File: src/rtl/pto_pkg.sv
package pto_pkg;
    localparam int UNITS = 12;
    localparam int ADDR_W = 12;
    localparam int DATA_W = 16;
    localparam int NS_W = 30;
    localparam int SEC_W = 32;
    localparam int WIDTH_W = 24;
    // register offsets
    localparam logic [11:0] ADDR_ENABLE = 12'h206;
    localparam logic [11:0] ADDR_SOFT_RST = 12'h208;
    localparam logic [11:0] ADDR_WIDTH_SKEW = 12'h20a;
    localparam logic [11:0] ADDR_T1_NS_LO = 12'h220;
    localparam logic [11:0] ADDR_T1_NS_HI = 12'h222;
    localparam logic [11:0] ADDR_T1_SEC_LO = 12'h224;
    localparam logic [11:0] ADDR_T1_SEC_HI = 12'h226;
    // reset values
    localparam logic [11:0] RST_UNITS = 12'h000;
    localparam logic [15:0] RST_WORD = 16'h0000;
    localparam logic [11:0] RST_WIDTH_SKEW = 12'h000;
    // field positions
    localparam int SKEW_SEL_BIT = 11;
    localparam int SKEW_LSB = 8;
    localparam int SKEW_MSB = 10;
    localparam int WEXT_MSB = 7;
    localparam int NS_HI_MSB = 13;
    // skew step in ns per code: fine range 0..7, coarse range 0..28
    localparam logic [4:0] SKEW_FINE_STEP_NS = 5'h01;
    localparam logic [4:0] SKEW_COARSE_STEP_NS = 5'h04;
    // shortest unit 12 pulse, in clock cycles
    localparam logic [23:0] PULSE_MIN_CYCLES = 24'h000001;
endpackage : pto_pkg

File: src/rtl/pto_trigger_ctrl.sv
// Behaviour
// - twelve enable bits, self-clear on trigger
// - self-clearing per-unit soft reset to defaults
// - unit 1 skew: 0-7 or 0-28 ns
// - unit 12 width bits 23:16 extension
// - unit 1 nanosecond target low word
// - unit 1 nanosecond high fourteen bits
// - unit 1 seconds target low word
// - unit 1 seconds target high word
// - armed unit waits for target time
// - late target with notify sets error
`timescale 1ns/1ps
module pto_trigger_ctrl (
    input wire logic clock,
    input wire logic rst,
    input wire logic [pto_pkg::ADDR_W-1:0] reg_addr,
    input wire logic reg_wr,
    input wire logic reg_rd,
    input wire logic [pto_pkg::DATA_W-1:0] reg_wdata,
    output logic [pto_pkg::DATA_W-1:0] reg_rdata,
    input wire logic [pto_pkg::SEC_W-1:0] sys_sec,
    input wire logic [pto_pkg::NS_W-1:0] sys_nsec,
    input wire logic [pto_pkg::UNITS-1:0] cfg_trigger_now,
    input wire logic [pto_pkg::UNITS-1:0] cfg_notify,
    input wire logic [pto_pkg::UNITS-2:0] ext_reached,
    input wire logic [pto_pkg::UNITS-2:0] ext_late,
    input wire logic [pto_pkg::DATA_W-1:0] unit12_width_low,
    output logic [pto_pkg::UNITS-1:0] trig_event,
    output logic [pto_pkg::UNITS-1:0] trigger_unit_error_flags,
    output logic [pto_pkg::UNITS-1:0] trig_active,
    output logic [4:0] unit1_skew_ns,
    output logic unit12_pulse
);
    import pto_pkg::*;

    // returns {later, equal} of system time against target
    function automatic logic [1:0] time_cmp(input logic [SEC_W-1:0] s,
                                            input logic [NS_W-1:0] ns,
                                            input logic [SEC_W-1:0] ts,
                                            input logic [NS_W-1:0] tns);
        logic gt;
        logic eq;
        gt = (s > ts) || ((s == ts) && (ns > tns));
        eq = (s == ts) && (ns == tns);
        return {gt, eq};
    endfunction : time_cmp

    logic [UNITS-1:0] en_q, en_d, en_prev_q, en_prev_d;
    logic [UNITS-1:0] srst_q, srst_d;
    logic [UNITS-1:0] err_q, err_d;
    logic [UNITS-1:0] event_q, event_d;
    logic [UNITS-1:0] active_q, active_d;
    logic [11:0] wskew_q, wskew_d;
    logic [NS_W-1:0] t1_ns_q, t1_ns_d;
    logic [SEC_W-1:0] t1_sec_q, t1_sec_d;
    logic [WIDTH_W-1:0] cnt_q, cnt_d;
    logic pulse_q, pulse_d;
    logic [4:0] skew_q, skew_d;
    logic [DATA_W-1:0] rdata_q, rdata_d;
    logic [1:0] cmp1;
    logic [UNITS-1:0] reached, late, arm_new, err_set, fire;
    logic [WIDTH_W-1:0] width24;
    logic wr_en, wr_srst, wr_ws;

    // write strobe for one register offset
    function automatic logic wr_hit(input logic wr,
                                    input logic [ADDR_W-1:0] a,
                                    input logic [ADDR_W-1:0] offset);
        return wr && (a == offset);
    endfunction : wr_hit

    // path delay in ns: 1 ns or 4 ns per code step
    function automatic logic [4:0] skew_ns(input logic fine,
                                           input logic [2:0] code);
        logic [4:0] step;
        step = fine ? SKEW_FINE_STEP_NS : SKEW_COARSE_STEP_NS;
        return 5'(code * step);
    endfunction : skew_ns

    // time compare and strobe decode
    always_comb begin
        cmp1 = time_cmp(sys_sec, sys_nsec, t1_sec_q, t1_ns_q);
        reached = {ext_reached, cmp1[1] | cmp1[0]};
        late = {ext_late, cmp1[1]};
        wr_en = wr_hit(reg_wr, reg_addr, ADDR_ENABLE);
        wr_srst = wr_hit(reg_wr, reg_addr, ADDR_SOFT_RST);
        wr_ws = wr_hit(reg_wr, reg_addr, ADDR_WIDTH_SKEW);
        width24 = {wskew_q[WEXT_MSB:0], unit12_width_low};
        arm_new = en_q & ~en_prev_q;
        // lateness is judged when the unit is first armed
        err_set = arm_new & late & cfg_notify & ~cfg_trigger_now & ~err_q;
        fire = en_q & ~err_q & ~err_set & reached;
    end

    // per-unit enable, soft reset, error and event
    always_comb begin
        // software write wins over the hardware self-clear
        en_d = wr_en ? reg_wdata[UNITS-1:0] : (en_q & ~fire);
        en_d = en_d & ~srst_q;
        en_prev_d = en_q & ~srst_q;
        srst_d = wr_srst ? reg_wdata[UNITS-1:0] : RST_UNITS;
        err_d = (err_q | err_set) & en_d;
        event_d = fire & ~srst_q;
        active_d = en_d & ~err_d;
    end

    always_ff @(posedge clock or posedge rst) begin
        if (rst) begin
            en_q <= RST_UNITS;
            en_prev_q <= RST_UNITS;
            srst_q <= RST_UNITS;
            err_q <= RST_UNITS;
            event_q <= RST_UNITS;
            active_q <= RST_UNITS;
        end else begin
            en_q <= en_d;
            en_prev_q <= en_prev_d;
            srst_q <= srst_d;
            err_q <= err_d;
            event_q <= event_d;
            active_q <= active_d;
        end
    end

    // unit 1 path delay and unit 12 width extension
    always_comb begin
        wskew_d = wr_ws ? reg_wdata[11:0] : wskew_q;
        skew_d = skew_ns(wskew_d[SKEW_SEL_BIT], wskew_d[SKEW_MSB:SKEW_LSB]);
    end

    always_ff @(posedge clock or posedge rst) begin
        if (rst) begin
            wskew_q <= RST_WIDTH_SKEW;
            skew_q <= 5'h00;
        end else begin
            wskew_q <= wskew_d;
            skew_q <= skew_d;
        end
    end

    // unit 1 target time
    always_comb begin
        t1_ns_d = t1_ns_q;
        t1_sec_d = t1_sec_q;
        if (wr_hit(reg_wr, reg_addr, ADDR_T1_NS_LO)) begin
            t1_ns_d[15:0] = reg_wdata;
        end
        if (wr_hit(reg_wr, reg_addr, ADDR_T1_NS_HI)) begin
            t1_ns_d[NS_W-1:16] = reg_wdata[NS_HI_MSB:0];
        end
        if (wr_hit(reg_wr, reg_addr, ADDR_T1_SEC_LO)) begin
            t1_sec_d[15:0] = reg_wdata;
        end
        if (wr_hit(reg_wr, reg_addr, ADDR_T1_SEC_HI)) begin
            t1_sec_d[SEC_W-1:16] = reg_wdata;
        end
    end

    always_ff @(posedge clock or posedge rst) begin
        if (rst) begin
            t1_ns_q <= '0;
            t1_sec_q <= '0;
        end else begin
            t1_ns_q <= t1_ns_d;
            t1_sec_q <= t1_sec_d;
        end
    end

    // unit 12 output held for the 24-bit width in cycles
    always_comb begin
        if (srst_q[UNITS-1]) begin
            cnt_d = '0;
        end else if (fire[UNITS-1]) begin
            cnt_d = (width24 == '0) ? PULSE_MIN_CYCLES : width24;
        end else if (cnt_q != '0) begin
            cnt_d = cnt_q - PULSE_MIN_CYCLES;
        end else begin
            cnt_d = cnt_q;
        end
        pulse_d = (cnt_d != '0);
    end

    always_ff @(posedge clock or posedge rst) begin
        if (rst) begin
            cnt_q <= '0;
            pulse_q <= 1'b0;
        end else begin
            cnt_q <= cnt_d;
            pulse_q <= pulse_d;
        end
    end

    // registered read data, held until the next read
    always_comb begin
        rdata_d = rdata_q;
        if (reg_rd) begin
            case (reg_addr)
                ADDR_ENABLE: rdata_d = {4'h0, en_q};
                ADDR_SOFT_RST: rdata_d = {4'h0, srst_q};
                ADDR_WIDTH_SKEW: rdata_d = {4'h0, wskew_q};
                ADDR_T1_NS_LO: rdata_d = t1_ns_q[15:0];
                ADDR_T1_NS_HI: rdata_d = {2'h0, t1_ns_q[NS_W-1:16]};
                ADDR_T1_SEC_LO: rdata_d = t1_sec_q[15:0];
                ADDR_T1_SEC_HI: rdata_d = t1_sec_q[SEC_W-1:16];
                default: rdata_d = RST_WORD;
            endcase
        end
    end

    always_ff @(posedge clock or posedge rst) begin
        if (rst) begin
            rdata_q <= RST_WORD;
        end else begin
            rdata_q <= rdata_d;
        end
    end

    assign reg_rdata = rdata_q;
    assign trig_event = event_q;
    assign trigger_unit_error_flags = err_q;
    assign trig_active = active_q;
    assign unit1_skew_ns = skew_q;
    assign unit12_pulse = pulse_q;
endmodule : pto_trigger_ctrl

File: config.mk
export PLATFORM = sky130hd
export DESIGN_NAME = pto_trigger_ctrl
export DESIGN_NICKNAME = d
export VERILOG_FILES = /design/src/rtl/pto_pkg.sv /design/src/rtl/pto_trigger_ctrl.sv
export SDC_FILE = /design/constraint.sdc
export NUM_CORES = 1
export LEC_CHECK = 0
export BUFFER_PORTS_ARGS = -buffer_cell sky130_fd_sc_hd__buf_2
export CORE_ASPECT_RATIO = 0.75
export CORE_MARGIN = 2
export CORE_UTILIZATION = 38
export DETAILED_ROUTE_END_ITERATION = 12
export PLACE_DENSITY = 0.56
export SLEW_MARGIN = 30
export SYNTH_ARGS = -nofsm -noshare
export SYNTH_HDL_FRONTEND = slang
export SYNTH_SLANG_ARGS = --single-unit
File: constraint.sdc
create_clock -name clock -period 7.2 [get_ports clock]
set_clock_uncertainty 0.05 [all_clocks]
set_input_delay 1.44 -clock clock [delete_from_list [all_inputs] [get_ports clock]]
set_output_delay 1.44 -clock clock [all_outputs]
set_load 0.03 [all_outputs]
* After elaboration in Yosys (flattened, before gate mapping) *
Cells that the tools add are included.

word-level totals
  flip-flop bits (word level) = 192
  logic and storage cells = 74

operators by class
  add/subtract/negate cells = 1
  $mul = 1
  magnitude comparators = 2
  equal/unequal tests = 9
  multiplexer cells = 9
  bitwise gates (word level) = 23
  reductions and logical operators = 13

operators with widths
  kind                                                   count
  bitwise AND 12 bit                                     14
  case mux 16 bit (7 select lines)                       1
  2-to-1 mux 24 bit                                      4
  equality test 12 x 10 -> 1 bit, second input constant  7
  NOT 12 bit                                             7
  nonzero test 24 bit                                    2
  2-to-1 mux 12 bit                                      3
  equality test 32 bit                                   1
  > comparator 32 bit                                    1
  equality test 30 bit                                   1
  > comparator 30 bit                                    1
  logical NOT 24 bit                                     1
  subtractor 24 x 1 -> 24 bit, second input constant     1
  OR 12 bit                                              1
  logical AND 1 bit                                      9
  multiplier 3 x 3 -> 5 bit                              1
  2-to-1 mux 3 bit                                       1
  logical OR 1 bit                                       1
  OR 1 bit                                               1

* Depth between registers and ports, before layout *
Gate-level depths: netlist (run 1).

  word-level depth = 17
  depth in mapped cells = 11
  mapped depth without buffers = 10

* Worst setup path before layout (run 1) *
No wires, ideal clock.

  path kind = input to register
  start = input reg_addr[8] (netlist bit)
  end = register t1_ns_q[19]
  library setup time = 0.127 ns
  data arrival time = 3.219 ns
  data required time = 7.023 ns
  slack = 3.804 ns
  stages on the path = 8
  buffers on the path = 2
  path through = nor4b_1 -> and2_1 -> and3b_1 -> and3_1 -> buf_2 -> nand2_1 -> buf_1 -> mux2_1

between the ends
  longest elaborated chain between the ends = 2

ends and longest elaborated chain
  element                         RTL line                 RTL
  start: declaration              pto_trigger_ctrl.sv:16   input wire logic [pto_pkg::ADDR_W-1:0] reg_addr,
  equality test 12 x 10 -> 1 bit  pto_trigger_ctrl.sv:69   return wr && (a == offset);
  logical AND 1 bit               pto_trigger_ctrl.sv:69
  end signal: assignment          pto_trigger_ctrl.sv:164  t1_ns_q <= t1_ns_d;
  end: declaration                pto_trigger_ctrl.sv:54   logic [NS_W-1:0] t1_ns_q, t1_ns_d;

Every way passes these cells.
A chain may end at the register's enable or synchronous reset.

* Worst setup path in the final report (run 1) *
  start = input reg_addr[8] (netlist bit)
  end = register skew_q[4], in the netlist unit1_skew_ns[4]

between the ends
  longest elaborated chain between the ends = 5

ends and longest elaborated chain
  element                         RTL line                 RTL
  equality test 12 x 10 -> 1 bit  pto_trigger_ctrl.sv:69
  logical AND 1 bit               pto_trigger_ctrl.sv:69
  2-to-1 mux 12 bit               pto_trigger_ctrl.sv:127  wskew_d = wr_ws ? reg_wdata[11:0] : wskew_q;
  net wskew_d[11]                 pto_trigger_ctrl.sv:53   logic [11:0] wskew_q, wskew_d;
  2-to-1 mux 3 bit                pto_trigger_ctrl.sv:76   step = fine ? SKEW_FINE_STEP_NS : SKEW_COARSE_STEP_NS;
  multiplier 3 x 3 -> 5 bit       pto_trigger_ctrl.sv:77   return 5'(code * step);
  net skew_d[4]                   pto_trigger_ctrl.sv:58   logic [4:0] skew_q, skew_d;
  end signal: assignment          pto_trigger_ctrl.sv:137  skew_q <= skew_d;
  end: declaration                pto_trigger_ctrl.sv:58

The timed path passes the listed nets, and every way through them passes these cells.

==> results of run 1 <==
==> per-stage QoR <==
step	power (mW)	hold slack, ns
after floorplan	1.301	0.3845
after global placement	1.411	0.4218
after detailed placement	1.412	0.4173
after CTS	2.375	0.4282
after global routing	2.461	0.4600
final	2.354	0.4314
==> final cells by class <==
type	instances	area, sq um	area share
flip-flops and latches	192	4805	0.3985
multi-input cells	677	4686	0.3887
repair buffers	220	1119	0.09279
well taps	344	430.4	0.03570
clock buffers	17	425.4	0.03529
inverters	102	395.4	0.03280
clock inverters	15	190.2	0.01578
diodes	2	5.005	0.0004152
==> how the worst min path moves through the flow <==
stage                              end  slack [ns]            startpoint  depth (start not counted)
5_1_grt         en_prev_q[8]$_DFF_PP0_        0.46   srst_q[8]$_DFF_PP0_                          1
3_5_place_dp   en_prev_q[10]$_DFF_PP0_        0.42  srst_q[10]$_DFF_PP0_                          1
3_3_place_gp   en_prev_q[10]$_DFF_PP0_        0.42  srst_q[10]$_DFF_PP0_                          1
4_1_cts        en_prev_q[10]$_DFF_PP0_        0.43  srst_q[10]$_DFF_PP0_                          1
6_report       en_prev_q[10]$_DFF_PP0_        0.43  srst_q[10]$_DFF_PP0_                          1
2_1_floorplan  en_prev_q[10]$_DFF_PP0_        0.38  srst_q[10]$_DFF_PP0_                          1
==> worst max-delay path, stage by stage <==
cell and delay (ns):
buf_2 0.10, nor4b_1 0.34, and2_1 0.27, nand3_1 0.51, inv_1 0.19, nand3_1 0.58, mux2i_1 0.54, inv_1 0.13
nor2_1 0.13
==> layer usage <==
metal	vias to the layer above	routed length [um]
met2	248	11880
li1	3964	-
met1	3927	15020
met3	17	1854
met5	-	0
met4	0	264
==> logic make-up (layout without fill, tap and decap cells) <==
logic type / count (synthesis) / count (layout) / share of synthesized area
and+or+nand+nor: 330 / 330 / 0.1679
AOI/OAI and AO/OA: 208 / 208 / 0.1370
DFF: 192 / 192 / 0.4805
buffers and inverters: 139 / 354 / 0.05255
adders and majority gates: 64 / 64 / 0.08008
muxes: 56 / 56 / 0.06532
xor gates and xnor gates: 19 / 19 / 0.01664
other: 0 / 2 / 0
==> registers in the layout, indices dropped and copies added (netlist names) <==
name                      flops
t1_sec_q                     32
t1_ns_q                      30
cnt_q                        24
reg_rdata                    16
en_prev_q                    12
en_q                         12
srst_q                       12
trig_active                  12
trig_event                   12
trigger_unit_error_flags     12
wskew_q                      12
unit1_skew_ns                 5
unit12_pulse                  1
==> synthesized netlist by cell type, types with 3 or more instances <==
master	count
inv_1	102
xor2_1	11
xnor2_1	8
or3_1	5
ha_1	64
or4_1	3
nor2_1	81
nand4_1	21
o221ai_1	4
mux2_1	4
mux2_2	20
nor2b_1	17
a221oi_1	8
o211ai_1	3
a211oi_1	17
a21o_1	33
a211oi_2	4
nand3_1	23
nand2_1	89
a41oi_1	10
o21ai_0	54
nor4_1	18
mux4_2	5
o22ai_1	21
buf_2	3
a21oi_1	37
nor3_1	13
buf_1	5
clkbuf_1	29
o21a_1	5
and2_1	27
and3_1	12
dfrtp_1	192
nor4b_1	3
mux2i_1	27
==> power groups by stage <==
stage	clock, mW	sequential, mW	combinational, mW
finish	0.962	1.14	0.250
global route	1.03	1.15	0.282
CTS	0.982	1.14	0.252
detailed placement	0	1.16	0.251
global placement	0	1.16	0.249
floorplan	0	1.15	0.146
==> metrics.md, run 1 <==
| Metric | Value |
|---|---|
| Synth Warn # | `0` |
| CP startpoint | `reg_addr[8]` |
| CP arrival | `roughly 4.2 ns` |
| Slew @ Worst Pin | `just over 0.9 ns` |
| Routability-driven placement congestion ratio | `0.8349` |
| Final setup violation count | `0` |
| Fin crit period | `3.918 ns` |
| DIE AREA | `27640 sq um` |
| Post-synth EDFFs | `0` |
| Dpl ws | `2.721 ns` |
| Routed Antenna Nets | `0` |
| Busiest grt layer | `met1` |
| Initial antenna violation count | `2` |
| Die width | `~190 um` |
| Synth Area per Inst | `9.920 sq um` |
| Clk_lat worst skew | `approximately 0.44 ns` |
| Most common cell after layout, fill and taps aside | `buf_2` |
| WL/cell | `approximately 18 um` |
| Worst Setup EP | `unit1_skew_ns[4]$_DFF_PP0_` |
| Via count | `8156` |
| Slew HR | `0.3779` |
| Worst-case reg-to-reg path depth | `9` |
| Required time worst endpoint | `7.52 ns` |
| Hold Vio Cnt, Final | `0` |
| Critical path class | `in -> reg` |
| Util after Layout | `0.4653` |
| Fraction of layout cells with a size suffix above 1 | `0.2396` |
| Clk sink count | `192` |
| Syn nets | `1228` |
| M2 GR Usage | `0.2975` |
| Number of top-level pins | `214` |
| Sequential power share | `0.485` |
| Combinational power share | `0.106` |
| CTS Hold Bufs | `0` |
| Worst reg2reg endpoint | `trig_active[0]$_DFF_PP0_` |
| Finished layout cell area | `12060 sq um` |
| Sw power | `0.6687 mW` |
| Postcts setup bufs | `0` |
| Worst reg2reg startpoint | `t1_sec_q[19]$_DFFE_PP0P_` |
| Yosys top cell by area | `dfrtp_1` |
| Final Max Slew Viols | `0` |
| CTS resizes | `0` |
| Leakage power total | `6.208 nW` |
| Final Net Count | `1430` |
| Async SR Flop Fraction | `1.000` |
| TritonRoute pass-1 iters | `5` |
| Reg2Reg Setup Slack | `a little over 4 ns` |
| Max Clk Rate | `255.2 MHz` |
| Fin Setup TNS | `0 ns` |
| GR Layer Usage met1 | `0.3413` |
| Non-Filler Instances | `~1.6k` |
| Cell row count | `51` |
| Synthesized area | `10000 sq um` |
| Total gr overflow | `0` |
| CTS Buf Count | `17` |
| Vias in the first global route | `7666` |
| CTS tree | `built` |
| Post-route setup slack | `3.282 ns` |
| Worst min path class | `reg -> reg` |
| Peak VDD IR | `0.1645 mV` |
| Met3 Use GR | `0.04222` |
| # DRC | `0` |
| Crit. End Element | `flop` |
| Ranking of synthesized cells by area | `dfrtp_1 48%, ha_1 8.0%, inv_1 3.8%` |
| RSZ-0062 raised after global routing | `no` |
| H-tree levels | `4` |
| Maximum buffer depth of the clock tree | `2` |
| Crit path launch type | `input pin` |
| Commonest cells after routing, fill and taps aside | `213 x buf_2, 192 x dfrtp_1, 101 x inv_1, 89 x nand2_1, 81 x nor2_1` |
| Clock share of power | `0.409` |
| Switching Fraction | `0.2841` |
| Status | `finished, final reports clean` |
| Routed WL | `29020 um` |
| Netlist cell types | `58` |
| Largest net degree at the start of global routing | `around 130` |
| Initial Util | `0.3860` |
| IO Port Bufs | `~210` |
| Yosys top cell area share | `0.4805` |
| Root Buffer | `clkbuf_16` |
| Seq cells post-synth | `192` |
| First-pass GRT wire length | `~45000 um` |
| Vias/cell | `5.198` |
| Tot GR Track Use | `0.2150` |
| Internal power | `1.685 mW` |
| Hpwl dp | `around 22000 um` |
| Std-Cell Core Area | `between 20000 and 30000 sq um` |
| Fillers | `between 2k and 3k` |
| Max_cap viols | `0` |
| Cell Pwr Density | `~200 nW/um^2` |
| Period Utilization, post-route | `0.5442` |
| Clock transition at the registers of the reported paths | `0.08 ns` |
| Placed cells | `between 1.5k and 2k` |
| Area Overhead vs Synth | `20.56%` |
| Syn Inst Count | `1008` |
| Worst-path fanout max | `14` |
| Die Y | `144.5 um` |
| DRT iter0 DRCs | `605` |
| Placed inst area | `11420 sq um` |
| Register area share after synthesis | `0.4805` |
| Ys flop type | `dfrtp_1` |
(Power assumes the default switching activity.)
==> inputs of run 2 (changes only) <==
==> constraint.sdc (replaced) <==
create_clock -name clock -period 3.8 [get_ports clock]
set_clock_uncertainty 0.05 [all_clocks]
set_input_delay 0.76 -clock clock [delete_from_list [all_inputs] [get_ports clock]]
set_output_delay 0.76 -clock clock [all_outputs]
set_load 0.03 [all_outputs]
==> metrics.md, run 2 (same netlist as run 1, synthesis figures left out) <==
| Metric | Value |
|---|---|
| Status | `finished, final reports clean` |
| Routed WL | `29660 um (+2.2%)` |
| Largest Register | `t1_sec_q` |
| Clock transition at the registers of the reported paths | `0.08 ns (about the same)` |
| Finished layout cell area | `12160 sq um (+0.83%)` |
| Maximum buffer depth of the clock tree | `2 (unchanged)` |
| Most common cell after layout, fill and taps aside | `buf_2` |
| H-tree levels | `4 (unchanged)` |
| Peak VDD IR | `0.3234 mV (+97%)` |
| Largest register FFs | `32 (unchanged)` |
| CP top delay family | `simple AND/OR/NAND/NOR gates` |
| Top Registers | `t1_sec_q x32, t1_ns_q x30, cnt_q x24` |
| Critical path class | `reg -> reg` |
| Final setup violation count | `0 (unchanged)` |
| Number of top-level pins | `214 (unchanged)` |
| Post-route setup slack | `0.7362 ns (-2.546 ns)` |
| Fin Setup TNS | `0 ns (unchanged)` |
| CP arrival | `3.32 ns (-0.92 ns)` |
| Placed inst area | `11540 sq um (+1.1%)` |
| Hpwl dp | `23230 um (+3.9%)` |
| Reg2Reg Setup Slack | `0.74 ns (-3.39 ns)` |
| Slew @ Worst Pin | `0.9597 ns (+0.05006 ns)` |
| Tot GR Track Use | `0.2172 (+0.002259)` |
| First-pass GRT wire length | `44900 um (+0.11%)` |
| Via count | `8104 (-0.64%)` |
| Slew HR | `0.3579 (-0.02005)` |
| Area Overhead vs Synth | `21.56%` |
| Largest stage delay on the critical path | `0.49 ns (-0.09 ns)` |
| Root Buffer | `clkbuf_16` |
| Vias in the first global route | `7635 (-0.40%)` |
| CP bufs+invs | `1 (-2)` |
| Required time worst endpoint | `4.06 ns (-3.46 ns)` |
| Final Net Count | `1440 (+0.70%)` |
| DIE AREA | `27640 sq um (unchanged)` |
| DRT iter0 DRCs | `570 (-5.8%)` |
| Crit path launch type | `flop` |
| Util after Layout | `0.4692 (+0.003864)` |
| Routed Antenna Nets | `0 (unchanged)` |
| CTS resizes | `0 (unchanged)` |
| TritonRoute pass-1 iters | `5 (unchanged)` |
| CTS Buf Count | `17 (unchanged)` |
| Die width | `191.3 um (unchanged)` |
| Crit. End Element | `flop` |
| CTS Hold Bufs | `0 (unchanged)` |
| Cell Pwr Density | `367.0 nW/um^2 (+88%)` |
| Clk sink count | `192 (unchanged)` |
| Max_cap viols | `0 (unchanged)` |
| Max Clk Rate | `326.4 MHz` |
| CP cell instances | `inv_1, ha_1, nor4b_1, and4_1, nand2_1, o211ai_1, a21oi_1, nor4_1, and4b_1, nand4_1` |
| Std-Cell Core Area | `25910 sq um (unchanged)` |
| Commonest cells after routing, fill and taps aside | `213 x buf_2, 192 x dfrtp_1, 101 x inv_1, 89 x nand2_1, 81 x nor2_1` |
| IO Port Bufs | `213 (unchanged)` |
| Vias/cell | `5.132 (-1.3%)` |
| Routability-driven placement congestion ratio | `0.8560 (+2.5%)` |
| Total gr overflow | `0 (unchanged)` |
| WL/cell | `18.78 um (+1.6%)` |
| Final Max Slew Viols | `0 (unchanged)` |
| Period Utilization, post-route | `0.8063` |
| Dpl ws | `0.4984 ns (-2.223 ns)` |
| Fraction of layout cells with a size suffix above 1 | `0.2457 (+0.006167)` |
| Initial antenna violation count | `1 (-1)` |
| RSZ-0062 raised after global routing | `no` |
| Leakage power total | `6.255 nW (+0.75%)` |
| Hold Vio Cnt, Final | `0 (unchanged)` |
| Clk_lat worst skew | `0.44 ns (about the same)` |
| Crit-path slowest cell | `and4_1` |
| Fin crit period | `roughly 3.1 ns` |
| CTS tree | `built` |
| Initial Util | `0.3860 (unchanged)` |
| Largest net degree at the start of global routing | `48 (-64%)` |
| Die Y | `144.5 um (unchanged)` |
| # DRC | `0 (unchanged)` |
| Cell row count | `51 (unchanged)` |
| Worst min path class | `in -> async` |
| Postcts setup bufs | `0 (unchanged)` |
| Worst-path fanout max | `7 (-7)` |
==> run 2: changes by cell type in the layout (fill, tap and decap cells not counted), moves of 2 or more <==
cell / change
clkinvlp_4: +2
buf_12: +4
buf_4: +6
clkinv_8: -2
==> run 2: metal layers <==
layer,vias up,wire length [um],share of wire,global-route usage
li1,3986,-,-,-
met1,3829,15510,0.52,0.3490
met2,273,11870,0.40,0.2972
met3,16,2014,0.068,0.04101
met4,0,261,0.0088,0.04453
met5,-,0,0,0
==> run 2: final timing paths <==
path / start / cells past startpoint / endpoint
max reg2reg: cnt_q[0]$_DFF_PP0_ / 10 / unit12_pulse$_DFF_PP0_
min: rst / 2 / t1_sec_q[0]$_DFFE_PP0P_
max: cnt_q[0]$_DFF_PP0_ / 10 / unit12_pulse$_DFF_PP0_
min in group clock: srst_q[10]$_DFF_PP0_ / 1 / en_prev_q[10]$_DFF_PP0_
max in group asynchronous: rst / 3 / en_prev_q[7]$_DFF_PP0_
min reg2reg: srst_q[10]$_DFF_PP0_ / 1 / en_prev_q[10]$_DFF_PP0_
==> run 2: final cells by class <==
| class | count | area [sq um] |
|---|---|---|
| Clock buffer | 18 | 439.2 |
| Timing Repair Buffer | 230 | 1244 |
| Antenna cell | 2 | 5.005 |
| Tap cell | 344 | 430.4 |
| Sequential cell | 192 | 4805 |
| Inverter | 102 | 386.6 |
| Multi-Input combinational cell | 677 | 4679 |
| Clock inverter | 14 | 166.4 |
| Fill cell | 2490 | 13750 |
==> run 2: power by group <==
part / switching, mW / total, mW / internal, mW
Clock: 0.904 / 1.81 / 0.904
Combinational: 0.282 / 0.488 / 0.206
Sequential: 0.0720 / 2.16 / 2.09
Total: 1.26 / 4.46 / 3.20
==> run 2: worst reg2reg max path, delay by kind of cell, from the launching register on <==
kind	cells	cell delay (ns)
flops	1	0.41
fa+ha+maj	1	0.17
simple gates	6	1.88
buf+inv	1	0.09
compound gates	2	0.34
==> run 2: stage by stage <==
step                total power [mW]  hold WS, ns  instances
finish                         4.461       0.2986       1579
global route                   4.650       0.3109       1577
CTS                            4.491       0.2970       1577
detailed placement             2.688       0.4292       1545
global placement               2.688       0.4333       1545
floorplan                      2.465       0.3845       1008
